File: config.mk
export PLATFORM = sky130hd
export DESIGN_NAME = serial_eeprom_config_loader
export DESIGN_NICKNAME = d
export VERILOG_FILES = /design/src/ee_cfg_pkg.sv /design/src/cfg_word_store.sv /design/src/serial_eeprom_config_loader.sv
export SDC_FILE = /design/constraint.sdc
export NUM_CORES = 1
export LEC_CHECK = 0
export BUFFER_PORTS_ARGS = -buffer_cell sky130_fd_sc_hd__buf_2
export CAP_MARGIN = 20
export CELL_PAD_IN_SITES_DETAIL_PLACEMENT = 0
export CELL_PAD_IN_SITES_GLOBAL_PLACEMENT = 1
export CORE_ASPECT_RATIO = 2
export CORE_MARGIN = 2
export CORE_UTILIZATION = 50
export DETAILED_ROUTE_END_ITERATION = 8
export GPL_TIMING_DRIVEN = 0
export PLACE_DENSITY_LB_ADDON = 0.1
export SLEW_MARGIN = 20
export SYNTH_ARGS = -nofsm -noshare
export SYNTH_HDL_FRONTEND = slang
export SYNTH_SLANG_ARGS = --single-unit
export TNS_END_PERCENT = 20
File: constraint.sdc
create_clock -name mclk -period 5.95 [get_ports mclk]
set_clock_uncertainty 0.1 [all_clocks]
set_input_delay 0.595 -clock mclk [delete_from_list [all_inputs] [get_ports mclk]]
set_output_delay 0.595 -clock mclk [all_outputs]
set_load 0.05 [all_outputs]
File: src/ee_cfg_pkg.sv
// constants and carriers shared by the serial eeprom configuration loader
package ee_cfg_pkg;

   // ***********************************************************
   // timing
   // ***********************************************************
   localparam int CLK_NS = 40;
   // serial clock must run at 1 MHz or faster
   localparam int SK_MIN_FREQ_KHZ = 1000;
   localparam int SK_PERIOD_NS = 1000000 / SK_MIN_FREQ_KHZ;
   // longest half period, rounded down to whole cycles
   localparam int SK_HALF_CYC = SK_PERIOD_NS / (2 * CLK_NS);

   // ***********************************************************
   // serial protocol
   // ***********************************************************
   localparam logic [2:0] CMD_READ = 3'h6;  // start bit, then opcode 10
   localparam logic [1:0] CMD_LAST = 2'h2;
   localparam logic [3:0] ALEN_SMALL = 4'h6;
   localparam logic [3:0] ALEN_LARGE = 4'h8;
   localparam logic [4:0] DATA_LAST = 5'hF;
   localparam logic [2:0] NUM_WORDS = 3'h7;

   // ***********************************************************
   // fields of configuration word A
   // ***********************************************************
   localparam int SIG_LSB = 14;
   localparam int REVG_LSB = 13;
   localparam int BRD_BIT = 11;
   localparam int REV_LSB = 8;
   localparam int DPD_BIT = 6;
   localparam int STB_BIT = 1;
   localparam logic [1:0] SIG_VALID = 2'h1;
   localparam logic [2:0] REV_GATE = 3'h3;

   // ***********************************************************
   // defaults and register offsets
   // ***********************************************************
   localparam logic [2:0] DEF_REV = 3'h0;
   localparam logic [15:0] DEF_SUBSYS = 16'h0000;
   localparam logic [47:0] DEF_STATION = 48'h000000000000;
   localparam logic [7:0] REG_STATUS = 8'h00;
   localparam logic [7:0] REG_CONFIG = 8'h04;
   localparam logic [7:0] REG_SUBSYS = 8'h08;
   localparam logic [7:0] REG_STA_LO = 8'h0C;
   localparam logic [7:0] REG_STA_HI = 8'h10;
   localparam logic [7:0] REG_STA_SET = 8'h14;
   localparam logic [7:0] REG_WORD_BASE = 8'h20;
   localparam logic [7:0] REG_WORD_END = 8'h38;

   // ***********************************************************
   // types
   // ***********************************************************
   typedef enum logic [5:0] {
      ST_SEL = 6'h01,
      ST_CMD = 6'h02,
      ST_ADDR = 6'h04,
      ST_DATA = 6'h08,
      ST_GAP = 6'h10,
      ST_DONE = 6'h20
   } state_t;

   typedef struct packed {
      logic sk;
      logic cs;
      logic di;
   } ee_pins_t;

   typedef struct packed {
      logic bootRomDisable;
      logic [2:0] revisionLowBits;
      logic deepPowerdownDisable;
      logic standbyAllow;
      logic [15:0] subsysId;
      logic [15:0] subsysVendorId;
   } cfg_out_t;

endpackage

File: src/cfg_word_store.sv
// small store of the raw words read from the eeprom, registered read
module cfg_word_store #(
   parameter int W = 16,
   parameter int AW = 3
) (
   input wire logic mclk,
   input wire logic srst,
   input wire logic wrEn,
   input wire logic [AW-1:0] wrAddr,
   input wire logic [W-1:0] wrData,
   input wire logic [AW-1:0] rdAddr,
   output logic [W-1:0] rdData
);

   logic [W-1:0] mem [2**AW];

   // storage has no reset; only the read register is cleared
   always_ff @(posedge mclk) begin
      if (wrEn) begin
         mem[wrAddr] <= wrData;
      end
   end

   // read word comes out of a flip-flop, one cycle after the address
   always_ff @(posedge mclk) begin
      if (srst) begin
         rdData <= '0;
      end else begin
         rdData <= mem[rdAddr];
      end
   end

endmodule

File: src/serial_eeprom_config_loader.sv
// serial eeprom configuration loader with register port
//
// Decided for this implementation: the register offsets and the strobed register port.
module serial_eeprom_config_loader #(
   parameter int SK_HALF = ee_cfg_pkg::SK_HALF_CYC,
   parameter logic [2:0] REV_DEFAULT = ee_cfg_pkg::DEF_REV
) (
   input wire logic mclk,
   input wire logic srst,
   input wire logic eeDo,
   output ee_cfg_pkg::ee_pins_t eePins,
   input wire logic [7:0] regAddr,
   input wire logic [31:0] regWrData,
   input wire logic regWr,
   input wire logic regRd,
   output logic [31:0] regRdData,
   input wire logic pmeEnabled,
   input wire logic d3State,
   output ee_cfg_pkg::cfg_out_t cfgOut,
   output logic [47:0] stationAddress,
   output logic expRomBarEnable,
   output logic deepPowerdownAllow,
   output logic busClockRequest,
   output logic loadDone
);
   import ee_cfg_pkg::*;

   // ***********************************************************
   // declarations
   // ***********************************************************
   state_t state_r, state_nxt;
   logic [7:0] divCnt_r;
   logic skInt_r, doMeta_r, doSync_r;
   logic [4:0] bitCnt_r;
   logic [2:0] wIdx_r;
   logic [3:0] addrLen_r;
   logic sizeKnown_r, noDummy_r, ovrOn_r, selMem_r;
   logic [15:0] rxSh_r, wordA_r, memQ;
   logic [47:0] staLoaded_r, staStage_r, staOvr_r;
   cfg_out_t cfg_r, cfgNxt;
   ee_pins_t pins_r;
   logic [31:0] rdData_r, rdMux;

   // eeprom word address for each step of the load
   function automatic logic [7:0] wordAddr(input logic [2:0] idx);
      case (idx)
         3'h0: wordAddr = 8'h00;
         3'h1: wordAddr = 8'h01;
         3'h2: wordAddr = 8'h02;
         3'h3: wordAddr = 8'h0A;
         3'h4: wordAddr = 8'h0B;
         3'h5: wordAddr = 8'h0C;
         default: wordAddr = 8'h0D;
      endcase
   endfunction

   // ***********************************************************
   // serial clock and bit timing
   // ***********************************************************
   wire stCmd = (state_r == ST_CMD);
   wire stAddr = (state_r == ST_ADDR);
   wire stData = (state_r == ST_DATA);
   wire shifting = stCmd | stAddr | stData;
   wire tick = (divCnt_r == 8'(SK_HALF - 1));
   wire fallTick = tick & skInt_r;
   wire csNxt = shifting | (state_r == ST_SEL);
   wire [7:0] curAddr = wordAddr(wIdx_r);
   wire [1:0] cmdIdx = CMD_LAST - bitCnt_r[1:0];
   wire [3:0] aLen = sizeKnown_r ? addrLen_r : ALEN_LARGE;
   wire [3:0] aIdx = aLen - 4'h1 - bitCnt_r[3:0];
   wire addrLastBit = (bitCnt_r[3:0] == aLen - 4'h1);
   // dummy zero ends the address while size is unknown
   wire dummySeen = ~sizeKnown_r & ~doSync_r;
   wire addrEnd = addrLastBit | dummySeen;
   wire [15:0] newWord = {rxSh_r[14:0], doSync_r};
   wire wordDone = stData & fallTick & (bitCnt_r == DATA_LAST);
   wire cmdLast = (bitCnt_r[1:0] == CMD_LAST);
   wire lastWord = (wIdx_r == NUM_WORDS);
   // command bits go out first, then the address
   wire diNxt = stCmd ? CMD_READ[cmdIdx] :
                stAddr ? curAddr[aIdx[2:0]] : 1'b0;

   // divider runs freely; the serial clock only toggles while shifting
   always_ff @(posedge mclk) begin
      if (srst | tick) begin
         divCnt_r <= '0;
      end else begin
         divCnt_r <= divCnt_r + 8'h01;
      end
   end

   always_ff @(posedge mclk) begin
      if (srst | ~shifting) begin
         skInt_r <= 1'b0;
      end else if (tick) begin
         skInt_r <= ~skInt_r;
      end
   end

   // data from the eeprom passes two flops before anything reads it
   always_ff @(posedge mclk) begin
      if (srst) begin
         doMeta_r <= 1'b1;
         doSync_r <= 1'b1;
      end else begin
         doMeta_r <= eeDo;
         doSync_r <= doMeta_r;
      end
   end

   // pins are registered so the eeprom sees glitch-free levels
   always_ff @(posedge mclk) begin
      if (srst) begin
         pins_r <= '0;
      end else begin
         pins_r <= '{sk: skInt_r, cs: csNxt, di: diNxt};
      end
   end
   assign eePins = pins_r;

   // ***********************************************************
   // load sequencer
   // ***********************************************************
   always_comb begin
      state_nxt = state_r;
      case (state_r)
         ST_SEL: if (tick) state_nxt = ST_CMD;
         ST_CMD: if (fallTick && cmdLast) state_nxt = ST_ADDR;
         // address length follows the detected size
         ST_ADDR: if (fallTick && addrEnd) state_nxt = ST_DATA;
         ST_DATA: if (wordDone) state_nxt = ST_GAP;
         ST_GAP: if (tick) state_nxt = lastWord ? ST_DONE : ST_SEL;
         ST_DONE: state_nxt = ST_DONE;
         default: state_nxt = ST_SEL;
      endcase
   end

   always_ff @(posedge mclk) begin
      if (srst) begin
         state_r <= ST_SEL;
      end else begin
         state_r <= state_nxt;
      end
   end

   // bit counter restarts on every state change
   always_ff @(posedge mclk) begin
      if (srst || state_nxt != state_r) begin
         bitCnt_r <= '0;
      end else if (fallTick) begin
         bitCnt_r <= bitCnt_r + 5'h01;
      end
   end

   // size is fixed at the end of the first address, by a dummy zero or by the eighth bit, never by software
   always_ff @(posedge mclk) begin
      if (srst) begin
         sizeKnown_r <= 1'b0;
         noDummy_r <= 1'b0;
         addrLen_r <= ALEN_LARGE;
      end else if (stAddr && fallTick && !sizeKnown_r && addrEnd) begin
         sizeKnown_r <= 1'b1;
         noDummy_r <= ~dummySeen;
         addrLen_r <= (bitCnt_r[3:0] < ALEN_LARGE - 4'h1) ?
                      ALEN_SMALL : ALEN_LARGE;
      end
   end

   // data bits are sampled as the serial clock falls
   always_ff @(posedge mclk) begin
      if (srst) begin
         rxSh_r <= '0;
         wIdx_r <= '0;
      end else if (stData && fallTick) begin
         rxSh_r <= newWord;
         wIdx_r <= wIdx_r + 3'(wordDone);
      end
   end

   // words 0 to 2 fill the station address, low byte earliest
   always_ff @(posedge mclk) begin
      if (srst) begin
         staLoaded_r <= DEF_STATION;
         wordA_r <= '0;
      end else if (wordDone && wIdx_r < 3'h3) begin
         staLoaded_r[{wIdx_r[1:0], 4'h0} +: 16] <= newWord;
      end else if (wordDone && wIdx_r == 3'h3) begin
         wordA_r <= newWord;
      end
   end

   // raw words kept for software readback, word D included
   cfg_word_store #(.W(16), .AW(3)) wordStore (
      .mclk(mclk),
      .srst(srst),
      .wrEn(wordDone),
      .wrAddr(wIdx_r),
      .wrData(newWord),
      .rdAddr(regAddr[4:2]),
      .rdData(memQ)
   );

   // ***********************************************************
   // configuration outputs
   // ***********************************************************
   assign loadDone = (state_r == ST_DONE);
   // nothing loaded counts until the whole load has ended
   wire sigOk = loadDone & (wordA_r[SIG_LSB +: 2] == SIG_VALID);
   wire revGate = (wordA_r[REVG_LSB +: 3] == REV_GATE);
   wire [15:0] subIdQ, subVenQ;
   logic [15:0] subId_r, subVen_r;

   // words B and C feed the subsystem identifiers
   always_ff @(posedge mclk) begin
      if (srst) begin
         subId_r <= DEF_SUBSYS;
         subVen_r <= DEF_SUBSYS;
      end else if (wordDone && wIdx_r == 3'h4) begin
         subId_r <= newWord;
      end else if (wordDone && wIdx_r == 3'h5) begin
         subVen_r <= newWord;
      end
   end
   assign subIdQ = sigOk ? subId_r : DEF_SUBSYS;
   assign subVenQ = sigOk ? subVen_r : DEF_SUBSYS;

   // bad signature means every field takes its default
   always_comb begin
      cfgNxt = '{bootRomDisable: 1'b0, revisionLowBits: REV_DEFAULT,
                 deepPowerdownDisable: 1'b0, standbyAllow: 1'b0,
                 subsysId: subIdQ, subsysVendorId: subVenQ};
      if (sigOk) begin
         cfgNxt.bootRomDisable = wordA_r[BRD_BIT];
         cfgNxt.deepPowerdownDisable = wordA_r[DPD_BIT];
         cfgNxt.standbyAllow = wordA_r[STB_BIT];
         // revision bits need the 011b pattern and a valid signature
         if (revGate) begin
            cfgNxt.revisionLowBits = wordA_r[REV_LSB +: 3];
         end
      end
   end

   // software override wins once the set command has been written
   wire [47:0] staNxt = ovrOn_r ? staOvr_r :
                        sigOk ? staLoaded_r : DEF_STATION;
   always_ff @(posedge mclk) begin
      if (srst) begin
         cfg_r <= '0;
         stationAddress <= DEF_STATION;
      end else begin
         cfg_r <= cfgNxt;
         stationAddress <= staNxt;
      end
   end
   assign cfgOut = cfg_r;

   // boot rom disable turns the expansion rom bar off
   assign expRomBarEnable = ~cfg_r.bootRomDisable;
   // deep power-down only in D3 with PME off and bit clear
   assign deepPowerdownAllow = d3State & ~pmeEnabled &
                               ~cfg_r.deepPowerdownDisable;
   // without standby the bus clock is requested all the time
   assign busClockRequest = ~cfg_r.standbyAllow;

   // ***********************************************************
   // register port
   // ***********************************************************
   wire wrLo = regWr && regAddr == REG_STA_LO;
   wire wrHi = regWr && regAddr == REG_STA_HI;
   wire wrSet = regWr && regAddr == REG_STA_SET;
   wire selMem = regAddr >= REG_WORD_BASE && regAddr <= REG_WORD_END;

   // new station address is staged, then committed by one write
   always_ff @(posedge mclk) begin
      if (srst) begin
         staStage_r <= DEF_STATION;
         staOvr_r <= DEF_STATION;
         ovrOn_r <= 1'b0;
      end else begin
         if (wrLo) staStage_r[31:0] <= regWrData;
         if (wrHi) staStage_r[47:32] <= regWrData[15:0];
         if (wrSet) staOvr_r <= staStage_r;
         if (wrSet) ovrOn_r <= 1'b1;
      end
   end

   // address decode for reads; unmapped offsets read as zero
   always_comb begin
      if (regAddr == REG_STATUS) begin
         rdMux = {28'h0, noDummy_r, sigOk, addrLen_r == ALEN_LARGE,
                  loadDone};
      end else if (regAddr == REG_CONFIG) begin
         rdMux = {26'h0, cfg_r.bootRomDisable, cfg_r.revisionLowBits,
                  cfg_r.deepPowerdownDisable, cfg_r.standbyAllow};
      end else if (regAddr == REG_SUBSYS) begin
         rdMux = {cfg_r.subsysVendorId, cfg_r.subsysId};
      end else if (regAddr == REG_STA_LO) begin
         rdMux = stationAddress[31:0];
      end else if (regAddr == REG_STA_HI) begin
         rdMux = {16'h0, stationAddress[47:32]};
      end else begin
         rdMux = 32'h0;
      end
   end

   // read data stand only in the cycle after the strobe
   always_ff @(posedge mclk) begin
      if (srst) begin
         rdData_r <= '0;
         selMem_r <= 1'b0;
      end else begin
         rdData_r <= regRd ? rdMux : 32'h0;
         selMem_r <= regRd & selMem;
      end
   end
   assign regRdData = selMem_r ? {16'h0, memQ} : rdData_r;
endmodule

==> out/qor.csv, run 1 <==
stage;metric;value;unit
synthesis;Synth Warn #;0;
place;dpl ws;2.00;ns
die;Initial Util;0.504;
route;Via-to-Cell Ratio;5.55;
power_and_ir_drop;Leak;8.25;nW
clock_tree;Post-CTS Setup Repair Bufs;0;
clock_tree;cts bufs inserted;42;
setup_path;Max stage delay on crit path;1.00;ns
synthesis;Syn Inst Count;1713;
route;Vias;13500;
cells_and_area;ant diodes;0;
power_and_ir_drop;Power Dens Cells;298;nW/µm²
cells_and_area;Area Overhead vs Synth;16.1;%
die;core area;36900;µm²
setup_path;reg2reg end;staLoaded_r[38];
sta;Hold Vio Cnt, Final;0;
die;io pins;172;
sta;Max Fclk;289;MHz
cells_and_area;commonest non-fill, non-tap cell in the layout;dfxtp_1;
die;Die Y;277;µm
synthesis;number of flops mapped to enable cells by yosys;128;
synthesis;synthesized area;18600;µm²
global_routing;pin count of the biggest net entering global routing;17;
setup_path;R2R depth;8;
power_and_ir_drop;Pint;5.11;mW
sta;RSZ-0062 raised after global routing;no;
hold_path;Min-Delay Path Class;input port to flip-flop;
sta;period utilization;0.581;
route;Avg WL per Cell;21.5;µm
route;first-pass detailed-route iteration total;5;
place;placed insts;2351;
route;DRT iter0 DRCs;871;
clock_tree;Clock Latency Late Sink;0.55;ns
clock_tree;clk sinks;496;
route;DRC Markers;0;
cells_and_area;Final Non-Filler Cells;2428;
setup_path;CP Max Fanout;10;
hold_path;hold path endpoint;selMem_r;
power_and_ir_drop;Switching Share;0.207;
power_and_ir_drop;worst vdd ir;0.197;mV
global_routing;gr usage total;0.263;
synthesis;Top FF cell, synth;dfxtp_1;
power_and_ir_drop;Comb pwr share;0.025;
setup_path;critical path required time;6.26;ns
run;max_cap viols;0;
cells_and_area;final core utilization;0.585;
die;Die Area;38900;µm²
setup_path;CP max stage cell;nor4b_4;
place;post-DP HPWL;39.2;mm
sta;Least-Margin Pin Slew;0.973;ns
sta;Slew headroom;0.349;
setup_path;CP bufs+invs;3;
die;Die W;140;µm
cells_and_area;nets;1996;
global_routing;vias in the first global route;13100;
synthesis;post-synthesis sequential area ratio;0.603;
setup_path;Top delay family on crit path;simple AND/OR/NAND/NOR gates;
global_routing;global-route wire length before repair;77.6;mm
clock_tree;clock-pin slew on the worst setup and hold paths;0.07;ns
die;row cnt;100;
sta;Finish-stage setup viols;0;
setup_path;Critical Path Start Type;input port;
run_status;outcome;finished, final reports clean;
clock_tree;CTS Hold Bufs;0;
synthesis;Synth cell types;68;
synthesis;Mean Syn Cell Area;10.9;µm²
global_routing;initial antenna violation count;0;
clock_tree;clock root cell;clkbuf_16;
power_and_ir_drop;Clk pwr share;0.438;
hold_path;worst hold path stage count;2;
setup_path;kind of critical path;input port to flip-flop;
cells_and_area;most frequent cells in the layout;dfxtp_1 (368), nand2_1 (250), buf_2 (199);
cells_and_area;Design Area, Final;21600;µm²
clock_tree;Resize count post-CTS;0;
clock_tree;CTS tree;built;
setup_path;Crit path depth;7;
hold_path;hold_sp;regAddr[6];
place;gpl congestion;0.924;
synthesis;syn nets;1772;
clock_tree;Max Root-Sink Buffers;3;
cells_and_area;share of cells above drive strength 1;0.181;
power_and_ir_drop;Seq pwr share;0.537;
route;Post-DRT Antenna Nets;0;
global_routing;Overflow after GRT;0;
synthesis;Post-synth ARST share;0;
setup_path;critical path capture point type;flip-flop;
place;placed cell area;20200;µm²
setup_path;critical path arrival;3.76;ns
setup_path;RR Startpoint;wIdx_r[0];
sta;final setup TNS;0;ns
sta;final setup margin;2.49;ns
setup_path;Critical Path, Cell by Cell;clkbuf_1 > clkinv_1 > nor4b_4 > nand2_1 > clkbuf_1 > nand2_1 > a21oi_1;
place;I/O Buffers;169;
sta;Period minus WS final;3.46;ns
synthesis;#FFs+latches synth;496;
clock_tree;H-Tree Depth;2;
power_and_ir_drop;Net Switching;1.33;mW
route;drt total wl;52.1;mm
sta;Slew Limit Fails;0;
setup_path;register-to-register setup slack;2.78;ns
==> kinds of logic (layout without fill, tap and decap cells) <==
logic type / Yosys count / in the layout / synth area share
adders and majority gates: 12 / 12 / 0.00807
DFF: 496 / 496 / 0.603
muxes: 109 / 109 / 0.0812
AOI/OAI and AO/OA: 308 / 308 / 0.105
buffers and inverters: 151 / 407 / 0.0349
and+or+nand+nor: 623 / 623 / 0.162
xor gates and xnor gates: 14 / 14 / 0.00659
==> power by group through the flow <==
stage                     clock network (mW)  logic, mW  registers [mW]
after floorplan                            0     0.0941            3.53
after global placement                     0      0.159            3.53
after detailed placement                   0      0.162            3.53
after CTS                               2.87      0.163            3.46
after global routing                    2.99      0.173            3.46
final                                   2.82      0.162            3.46
==> metrics by stage <==
stage	hold WS, ns	power (mW)
after floorplan	0.289	3.62
after global placement	0.293	3.69
after detailed placement	0.312	3.70
final	0.112	6.44
after global routing	0.110	6.62
after CTS	0.0970	6.49
==> sequential cells by signal, summed over array words and instances, names as in the netlist, 15 cells and up <==
signal / cells
cfgOut: 38
rdData_r: 32
rxSh_r: 15
staLoaded_r: 48
staOvr_r: 48
staStage_r: 48
stationAddress: 48
subId_r: 16
subVen_r: 16
wordStore.mem: 128
wordStore.rdData: 16
==> metal layers <==
layer,track usage,vias up,part of all wire
met1,0.332,6461,0.42
met4,0.113,0,0.046
li1,-,6469,-
met3,0.0287,106,0.047
met2,0.455,446,0.49
met5,0,-,0
==> layout make-up <==
class / instances / area (µm²)
Tap cell: 459 / 574
Clock buffer: 59 / 1220
Multi-Input combinational cell: 1066 / 6770
Fill cell: 3131 / 15300
Timing Repair Buffer: 180 / 981
Inverter: 17 / 63.8
Buffer: 134 / 586
Clock inverter: 17 / 200
Sequential cell: 496 / 11200
==> synth_stat cells, types with 4 or more instances <==
master	number	area share
o22ai_1	4	0.0013
mux2_2	16	0.0097
or2_2	4	0.0013
buf_4	4	0.0016
nor3b_1	6	0.0024
nand2b_1	39	0.013
dfxtp_1	368	0.40
mux2i_1	61	0.033
and3_1	10	0.0034
clkbuf_1	91	0.018
ha_1	12	0.0081
a22oi_1	19	0.0077
nor3_1	17	0.0046
a21o_1	4	0.0016
a211oi_1	5	0.0020
xnor2_1	7	0.0033
nand4_1	4	0.0013
a22o_1	48	0.023
buf_1	5	0.0010
buf_6	4	0.0024
a21oi_1	182	0.049
nor2_1	110	0.022
buf_2	30	0.0081
inv_1	16	0.0032
nor4_1	12	0.0040
mux4_2	32	0.039
o21ai_0	10	0.0027
edfxtp_1	128	0.21
nor2b_1	30	0.010
nand2_1	250	0.050
and4_1	4	0.0019
a222oi_1	10	0.0054
nand3_1	76	0.020
and2_1	42	0.014
xor2_1	7	0.0033
==> worst max path at each step <==
stage | from | end | slack, ns
2_1_floorplan | state_r[1] | wordStore.mem[0][0] | 2.86
3_3_place_gp | bitCnt_r[0] | wordStore.mem[4][5] | 1.55
3_5_place_dp | regAddr[2] | staStage_r[26] | 2.00
4_1_cts | regAddr[2] | staStage_r[26] | 2.59
5_1_grt | regAddr[2] | staStage_r[23] | 2.45
6_report | regAddr[2] | staStage_r[26] | 2.49
Power figures use the tool's default switching activity.
==> run 2, diff against run 1 <==
- CORE_UTILIZATION: 50 -> 47
- clock period: 5.95 -> 3.3 ns (I/O delays scaled with it)
==> out/qor.csv, run 2 (synthesis gave the netlist of run 1 again) <==
stage;metric;value;unit;change
place;post-DP HPWL;43.9;mm;was 39.2 mm
global_routing;vias in the first global route;13800;;was 13100
die;Die W;145;µm;was 140 µm
setup_path;Critical Path Start Type;flip-flop;;was input port
clock_tree;H-Tree Depth;2;;unchanged
setup_path;CP max stage cell;dfxtp_1;;was nor4b_4
route;first-pass detailed-route iteration total;9;;was 5
route;Vias;13800;;was 13500
sta;period utilization;0.969;;
clock_tree;clock root cell;clkbuf_16;;unchanged
sta;Slew headroom;0.252;;was 0.349
cells_and_area;Biggest register;wordStore.mem;;unchanged
route;drt total wl;57.3;mm;was 52.1 mm
clock_tree;Clock Latency Late Sink;0.57;ns;was 0.55 ns
route;DRT iter0 DRCs;860;;was 871
setup_path;Worst Setup SP;bitCnt_r[0];;was regAddr[2]
run_status;outcome;finished, final reports clean;;unchanged
place;placed insts;2417;;was 2351
clock_tree;cts bufs inserted;44;;was 42
die;Die Y;285;µm;was 277 µm
clock_tree;clock-pin slew on the worst setup and hold paths;0.06;ns;was 0.07 ns
setup_path;Critical Path, Cell by Cell;ha_1 > and3_1 > ha_1 > clkbuf_1 > and2_1 > nand2_1 > nor3_4 > buf_4 > buf_4;;was clkbuf_1 > clkinv_1 > nor4b_4 > nand2_1 > clkbuf_1 > nand2_1 > a21oi_1
setup_path;Top delay family on crit path;simple AND/OR/NAND/NOR gates;;unchanged
die;io pins;172;;unchanged
hold_path;Min-Delay Path Class;input port to flip-flop;;unchanged
setup_path;CP bufs+invs;3;;unchanged
die;core area;39300;µm²;was 36900 µm²
cells_and_area;ant diodes;0;;unchanged
cells_and_area;nets;2033;;was 1996
sta;Max Fclk;313;MHz;
global_routing;global-route wire length before repair;84.3;mm;was 77.6 mm
die;Initial Util;0.473;;was 0.504
sta;RSZ-0062 raised after global routing;yes;;was no
power_and_ir_drop;Power Dens Cells;538;nW/µm²;was 298 nW/µm²
sta;Finish-stage setup viols;0;;unchanged
setup_path;reg2reg end;wordStore.mem[4][10];;was staLoaded_r[38]
cells_and_area;Area Overhead vs Synth;18.8;%;was 16.1%
sta;Period minus WS final;3.20;ns;
die;row cnt;103;;was 100
power_and_ir_drop;Leak;8.44;nW;was 8.25 nW
route;DRC Markers;0;;unchanged
place;I/O Buffers;169;;unchanged
power_and_ir_drop;worst vdd ir;0.442;mV;was 0.197 mV
cells_and_area;most frequent cells in the layout;dfxtp_1 (368), nand2_1 (250), buf_2 (200);;was dfxtp_1 (368), nand2_1 (250), buf_2 (199)
sta;Slew Limit Fails;0;;unchanged
sta;Least-Margin Pin Slew;1.12;ns;was 0.973 ns
clock_tree;CTS tree;built;;unchanged
hold_path;hold path endpoint;rdData_r[4];;was selMem_r
global_routing;Overflow after GRT;0;;unchanged
cells_and_area;max FFs per register;128;;unchanged
clock_tree;Post-CTS Setup Repair Bufs;0;;unchanged
setup_path;CP Max Fanout;8;;was 10
clock_tree;clk sinks;496;;unchanged
setup_path;critical path capture point type;flip-flop;;unchanged
run;max_cap viols;0;;unchanged
sta;Hold Vio Cnt, Final;0;;unchanged
route;Avg WL per Cell;22.6;µm;was 21.5 µm
setup_path;critical path required time;3.47;ns;was 6.26 ns
setup_path;Crit path depth;9;;was 7
global_routing;gr usage total;0.279;;was 0.263
route;Via-to-Cell Ratio;5.44;;was 5.55
place;gpl congestion;0.923;;was 0.924
hold_path;worst hold path stage count;4;;was 2
cells_and_area;commonest non-fill, non-tap cell in the layout;dfxtp_1;;unchanged
cells_and_area;Final Non-Filler Cells;2533;;was 2428
setup_path;R2R depth;9;;was 8
global_routing;pin count of the biggest net entering global routing;17;;unchanged
route;Post-DRT Antenna Nets;0;;unchanged
die;Die Area;41300;µm²;was 38900 µm²
cells_and_area;share of cells above drive strength 1;0.180;;was 0.181
setup_path;register-to-register setup slack;0.10;ns;was 2.78 ns
cells_and_area;final core utilization;0.562;;was 0.585
global_routing;initial antenna violation count;0;;unchanged
setup_path;kind of critical path;flip-flop to flip-flop;;was input port to flip-flop
setup_path;RR Startpoint;bitCnt_r[0];;was wIdx_r[0]
setup_path;Max stage delay on crit path;0.53;ns;was 1.00 ns
hold_path;hold_sp;regAddr[4];;was regAddr[6]
clock_tree;Max Root-Sink Buffers;3;;unchanged
setup_path;critical path arrival;3.36;ns;was 3.76 ns
sta;final setup TNS;0;ns;unchanged
[run 2: changes by cell type in the layout (fill, tap and decap cells not counted), sizes merged]
| cell | change |
|---|---|
| buf | -1 |
| bufinv | +2 |
| clkbuf | -2 |
| clkinv | +9 |
| clkinvlp | -4 |
| dlygate4sd3 | +36 |
| inv | -1 |
[run 2: per-layer routing]
layer | up-vias | part of all wire | GRT usage
met3 | 126 | 0.036 | 0.0306
met5 | - | 0 | 0
met4 | 0 | 0.051 | 0.131
met2 | 398 | 0.56 | 0.541
li1 | 6556 | - | -
met1 | 6697 | 0.35 | 0.291
[run 2: tightest hold or removal path: stages]
cell and delay (ns):
buf_2 0.17, nor3_1 0.09, a32oi_1 0.15, nor3_1 0.09
[run 2: metrics by stage]
stage / power, mW / worst slack (ns) / area (µm²) / hold slack [ns]
after floorplan: 6.53 / 0.211 / 18600 / 0.289
after global placement: 6.67 / -1.38 / 20100 / 0.305
after detailed placement: 6.67 / -0.286 / 20200 / 0.304
after CTS: 12.0 / 0.0165 / 22100 / 0.193
after global routing: 12.2 / -0.0248 / 22100 / 0.251
final: 11.9 / 0.104 / 22100 / 0.238
[run 2: area by class of cell]
class	count	area, µm²
tap	525	657
timing repair buffer	215	1310
sequential	496	11200
clock inverter	23	278
buffer	134	587
inverter	17	63.8
clock buffer	57	1200
fill	3533	17200
multi-input combinational	1066	6800
[run 2: timing repair]
item                                   CTS  global route
setup endpoints to repair                0            53
endpoints found under the hold margin   51             0
resized for setup                        0             4
hold buffers                            36             0
[run 2: how the worst max path moves through the flow]
stage                                 endpoint  slack [ns]
after detailed placement         staStage_r[9]       -0.29
after global placement    wordStore.mem[4][10]       -1.38
after CTS                  wordStore.mem[4][2]        0.02
after floorplan            wordStore.mem[0][0]        0.21
final                     wordStore.mem[4][10]        0.10
after global routing      wordStore.mem[0][14]       -0.02
[run 2: power breakdown]
group          internal, mW  total, mW  switching [mW]
clock network          3.05       5.33            2.29
registers              6.22       6.23         0.00999
logic                 0.126      0.335           0.209
==> run 3, diff against run 2 <==
- CORE_UTILIZATION: 47 -> 42
- clock period: 3.3 -> 2.9 ns (I/O delays scaled with it)
==> out/qor.csv, run 3 (synthesis gave the netlist of run 1 again) <==
stage;metric;value;unit;change
cells_and_area;nets;2038;;was 2033
die;io pins;172;;unchanged
power_and_ir_drop;Leak;8.55;nW;was 8.44 nW
cells_and_area;Area Overhead vs Synth;20.2;%;was 18.8%
setup_path;CP Max Fanout;10;;was 8
run;max_cap viols;0;;unchanged
cells_and_area;Design Area, Final;22400;µm²;was 22100 µm²
clock_tree;H-Tree Depth;2;;unchanged
route;DRT iter0 DRCs;872;;was 860
run_status;outcome;finished, final reports clean;;unchanged
setup_path;critical path arrival;3.09;ns;was 3.36 ns
clock_tree;Clock Latency Late Sink;0.56;ns;was 0.57 ns
clock_tree;Max Root-Sink Buffers;3;;unchanged
clock_tree;cts bufs inserted;44;;unchanged
die;Die W;153;µm;was 145 µm
global_routing;global-route wire length before repair;82.6;mm;was 84.3 mm
sta;Slew Limit Fails;0;;unchanged
sta;final setup margin;0.136;ns;was 0.104 ns
setup_path;CP max stage cell;dlygate4sd3_1;;was dfxtp_1
cells_and_area;max FFs per register;128;;unchanged
sta;Hold Vio Cnt, Final;0;;unchanged
die;row cnt;109;;was 103
setup_path;Setup crit end;staOvr_r[28];;was wordStore.mem[4][10]
setup_path;Worst Setup SP;regAddr[6];;was bitCnt_r[0]
die;Die Area;46100;µm²;was 41300 µm²
cells_and_area;most frequent cells in the layout;dfxtp_1 (366), nand2_1 (248), buf_2 (197);;was dfxtp_1 (368), nand2_1 (250), buf_2 (200)
setup_path;Critical Path Start Type;input port;;was flip-flop
route;Vias;13400;;was 13800
sta;Least-Margin Pin Slew;0.940;ns;was 1.12 ns
power_and_ir_drop;Power Dens Cells;606;nW/µm²;was 538 nW/µm²
sta;Period minus WS final;2.76;ns;
route;DRC Markers;0;;unchanged
global_routing;gr usage total;0.235;;was 0.279
clock_tree;clock-pin slew on the worst setup and hold paths;0.06;ns;about the same
setup_path;critical path capture point type;flip-flop;;unchanged
place;gpl congestion;0.810;;was 0.923
route;Via-to-Cell Ratio;5.21;;was 5.44
route;drt total wl;54.6;mm;was 57.3 mm
global_routing;initial antenna violation count;0;;unchanged
route;first-pass detailed-route iteration total;7;;was 9
place;I/O Buffers;169;;unchanged
die;Initial Util;0.424;;was 0.473
power_and_ir_drop;worst vdd ir;0.405;mV;was 0.442 mV
setup_path;Critical Path, Cell by Cell;dlygate4sd3_1 > buf_2 > or4_1 > buf_2 > nor4b_4 > nand3_1 > clkbuf_1 > clkbuf_1 > nand2_1 > a21oi_1;;was ha_1 > and3_1 > ha_1 > clkbuf_1 > and2_1 > nand2_1 > nor3_4 > buf_4 > buf_4
setup_path;R2R depth;8;;was 9
cells_and_area;Biggest register;wordStore.mem;;unchanged
sta;Slew headroom;0.368;;was 0.252
clock_tree;clk sinks;496;;unchanged
setup_path;Max stage delay on crit path;0.53;ns;about the same
sta;Finish-stage setup viols;0;;unchanged
global_routing;vias in the first global route;13300;;was 13800
cells_and_area;share of cells above drive strength 1;0.192;;was 0.180
global_routing;Overflow after GRT;0;;unchanged
setup_path;critical path required time;3.23;ns;was 3.47 ns
place;placed cell area;20300;µm²;was 20200 µm²
clock_tree;CTS tree;built;;unchanged
setup_path;kind of critical path;input port to flip-flop;;was flip-flop to flip-flop
setup_path;register-to-register setup slack;0.16;ns;was 0.10 ns
clock_tree;clock root cell;clkbuf_16;;unchanged
place;post-DP HPWL;40.5;mm;was 43.9 mm
cells_and_area;commonest non-fill, non-tap cell in the layout;dfxtp_1;;unchanged
hold_path;Min-Delay Path Class;input port to flip-flop;;unchanged
setup_path;reg2reg end;wordStore.mem[2][15];;was wordStore.mem[4][10]
sta;period utilization;0.953;;
sta;RSZ-0062 raised after global routing;yes;;unchanged
global_routing;pin count of the biggest net entering global routing;17;;unchanged
die;core area;43900;µm²;was 39300 µm²
place;dpl ws;-0.789;ns;was -0.286 ns
setup_path;RR Startpoint;divCnt_r[0];;was bitCnt_r[0]
sta;Max Fclk;362;MHz;
route;Avg WL per Cell;21.3;µm;was 22.6 µm
die;Die Y;302;µm;was 285 µm
route;Post-DRT Antenna Nets;0;;unchanged
## run 3: repair_timing
action / CTS / global route
setup buffers: 2 / 6
endpoints found under the hold margin: 52 / 0
setup endpoints to repair: 183 / 220
pin swaps: 1 / 5
hold buffers: 36 / 0
cloned: 0 / 0
gates resized for setup: 23 / 13
## run 3: cell type report
| cell class | count | area (µm²) |
|---|---|---|
| antenna | 1 | 2.50 |
| buffer | 132 | 596 |
| clock buffer | 58 | 1230 |
| clock inverter | 22 | 256 |
| fill | 4082 | 21500 |
| inverter | 17 | 63.8 |
| multi-input combinational | 1066 | 6890 |
| sequential | 496 | 11200 |
| tap | 555 | 694 |
| timing repair buffer | 222 | 1420 |
## run 3: worst min path at each step
stage / from / endpoint / slack [ns] / depth (start not counted)
after floorplan: regAddr[7] / selMem_r / 0.27 / 1
after global routing: regAddr[4] / rdData_r[4] / 0.22 / 4
after global placement: doMeta_r / doSync_r / 0.32 / 1
final: regAddr[4] / rdData_r[4] / 0.17 / 4
after detailed placement: doMeta_r / doSync_r / 0.31 / 1
after CTS: regAddr[4] / rdData_r[4] / 0.13 / 4
## run 3: worst max-delay path, delay by kind of cell
family                 cells  cell delay, ns
buffers and inverters      5            1.48
and+or+nand+nor            4            1.23
AOI/OAI and AO/OA          1            0.07
## run 3: power by group
group	internal, mW	switching [mW]
Combinational	0.143	0.231
Clock	3.46	2.63
Sequential	7.08	0.0161
Total	10.7	2.88
## run 3: per-layer routing
metal	up-vias	wire [µm]	track usage
met5	-	0	0
met4	0	1820	0.0820
met3	86	2370	0.0272
met2	377	26500	0.403
met1	6354	23900	0.310
li1	6562	-	-
## run 3: per-stage QoR
stage	power (mW)	utilization	cells	setup TNS (ns)	hold slack, ns
6_report	13.6	0.509	2569	0	0.169
2_1_floorplan	7.43	-	1713	-2.94	0.265
3_5_place_dp	7.59	0.462	2446	-64.79	0.313
4_1_cts	13.7	0.507	2564	0	0.131
5_1_grt	14.0	0.509	2568	-0.179	0.217
3_3_place_gp	7.59	0.459	2437	-175.16	0.320
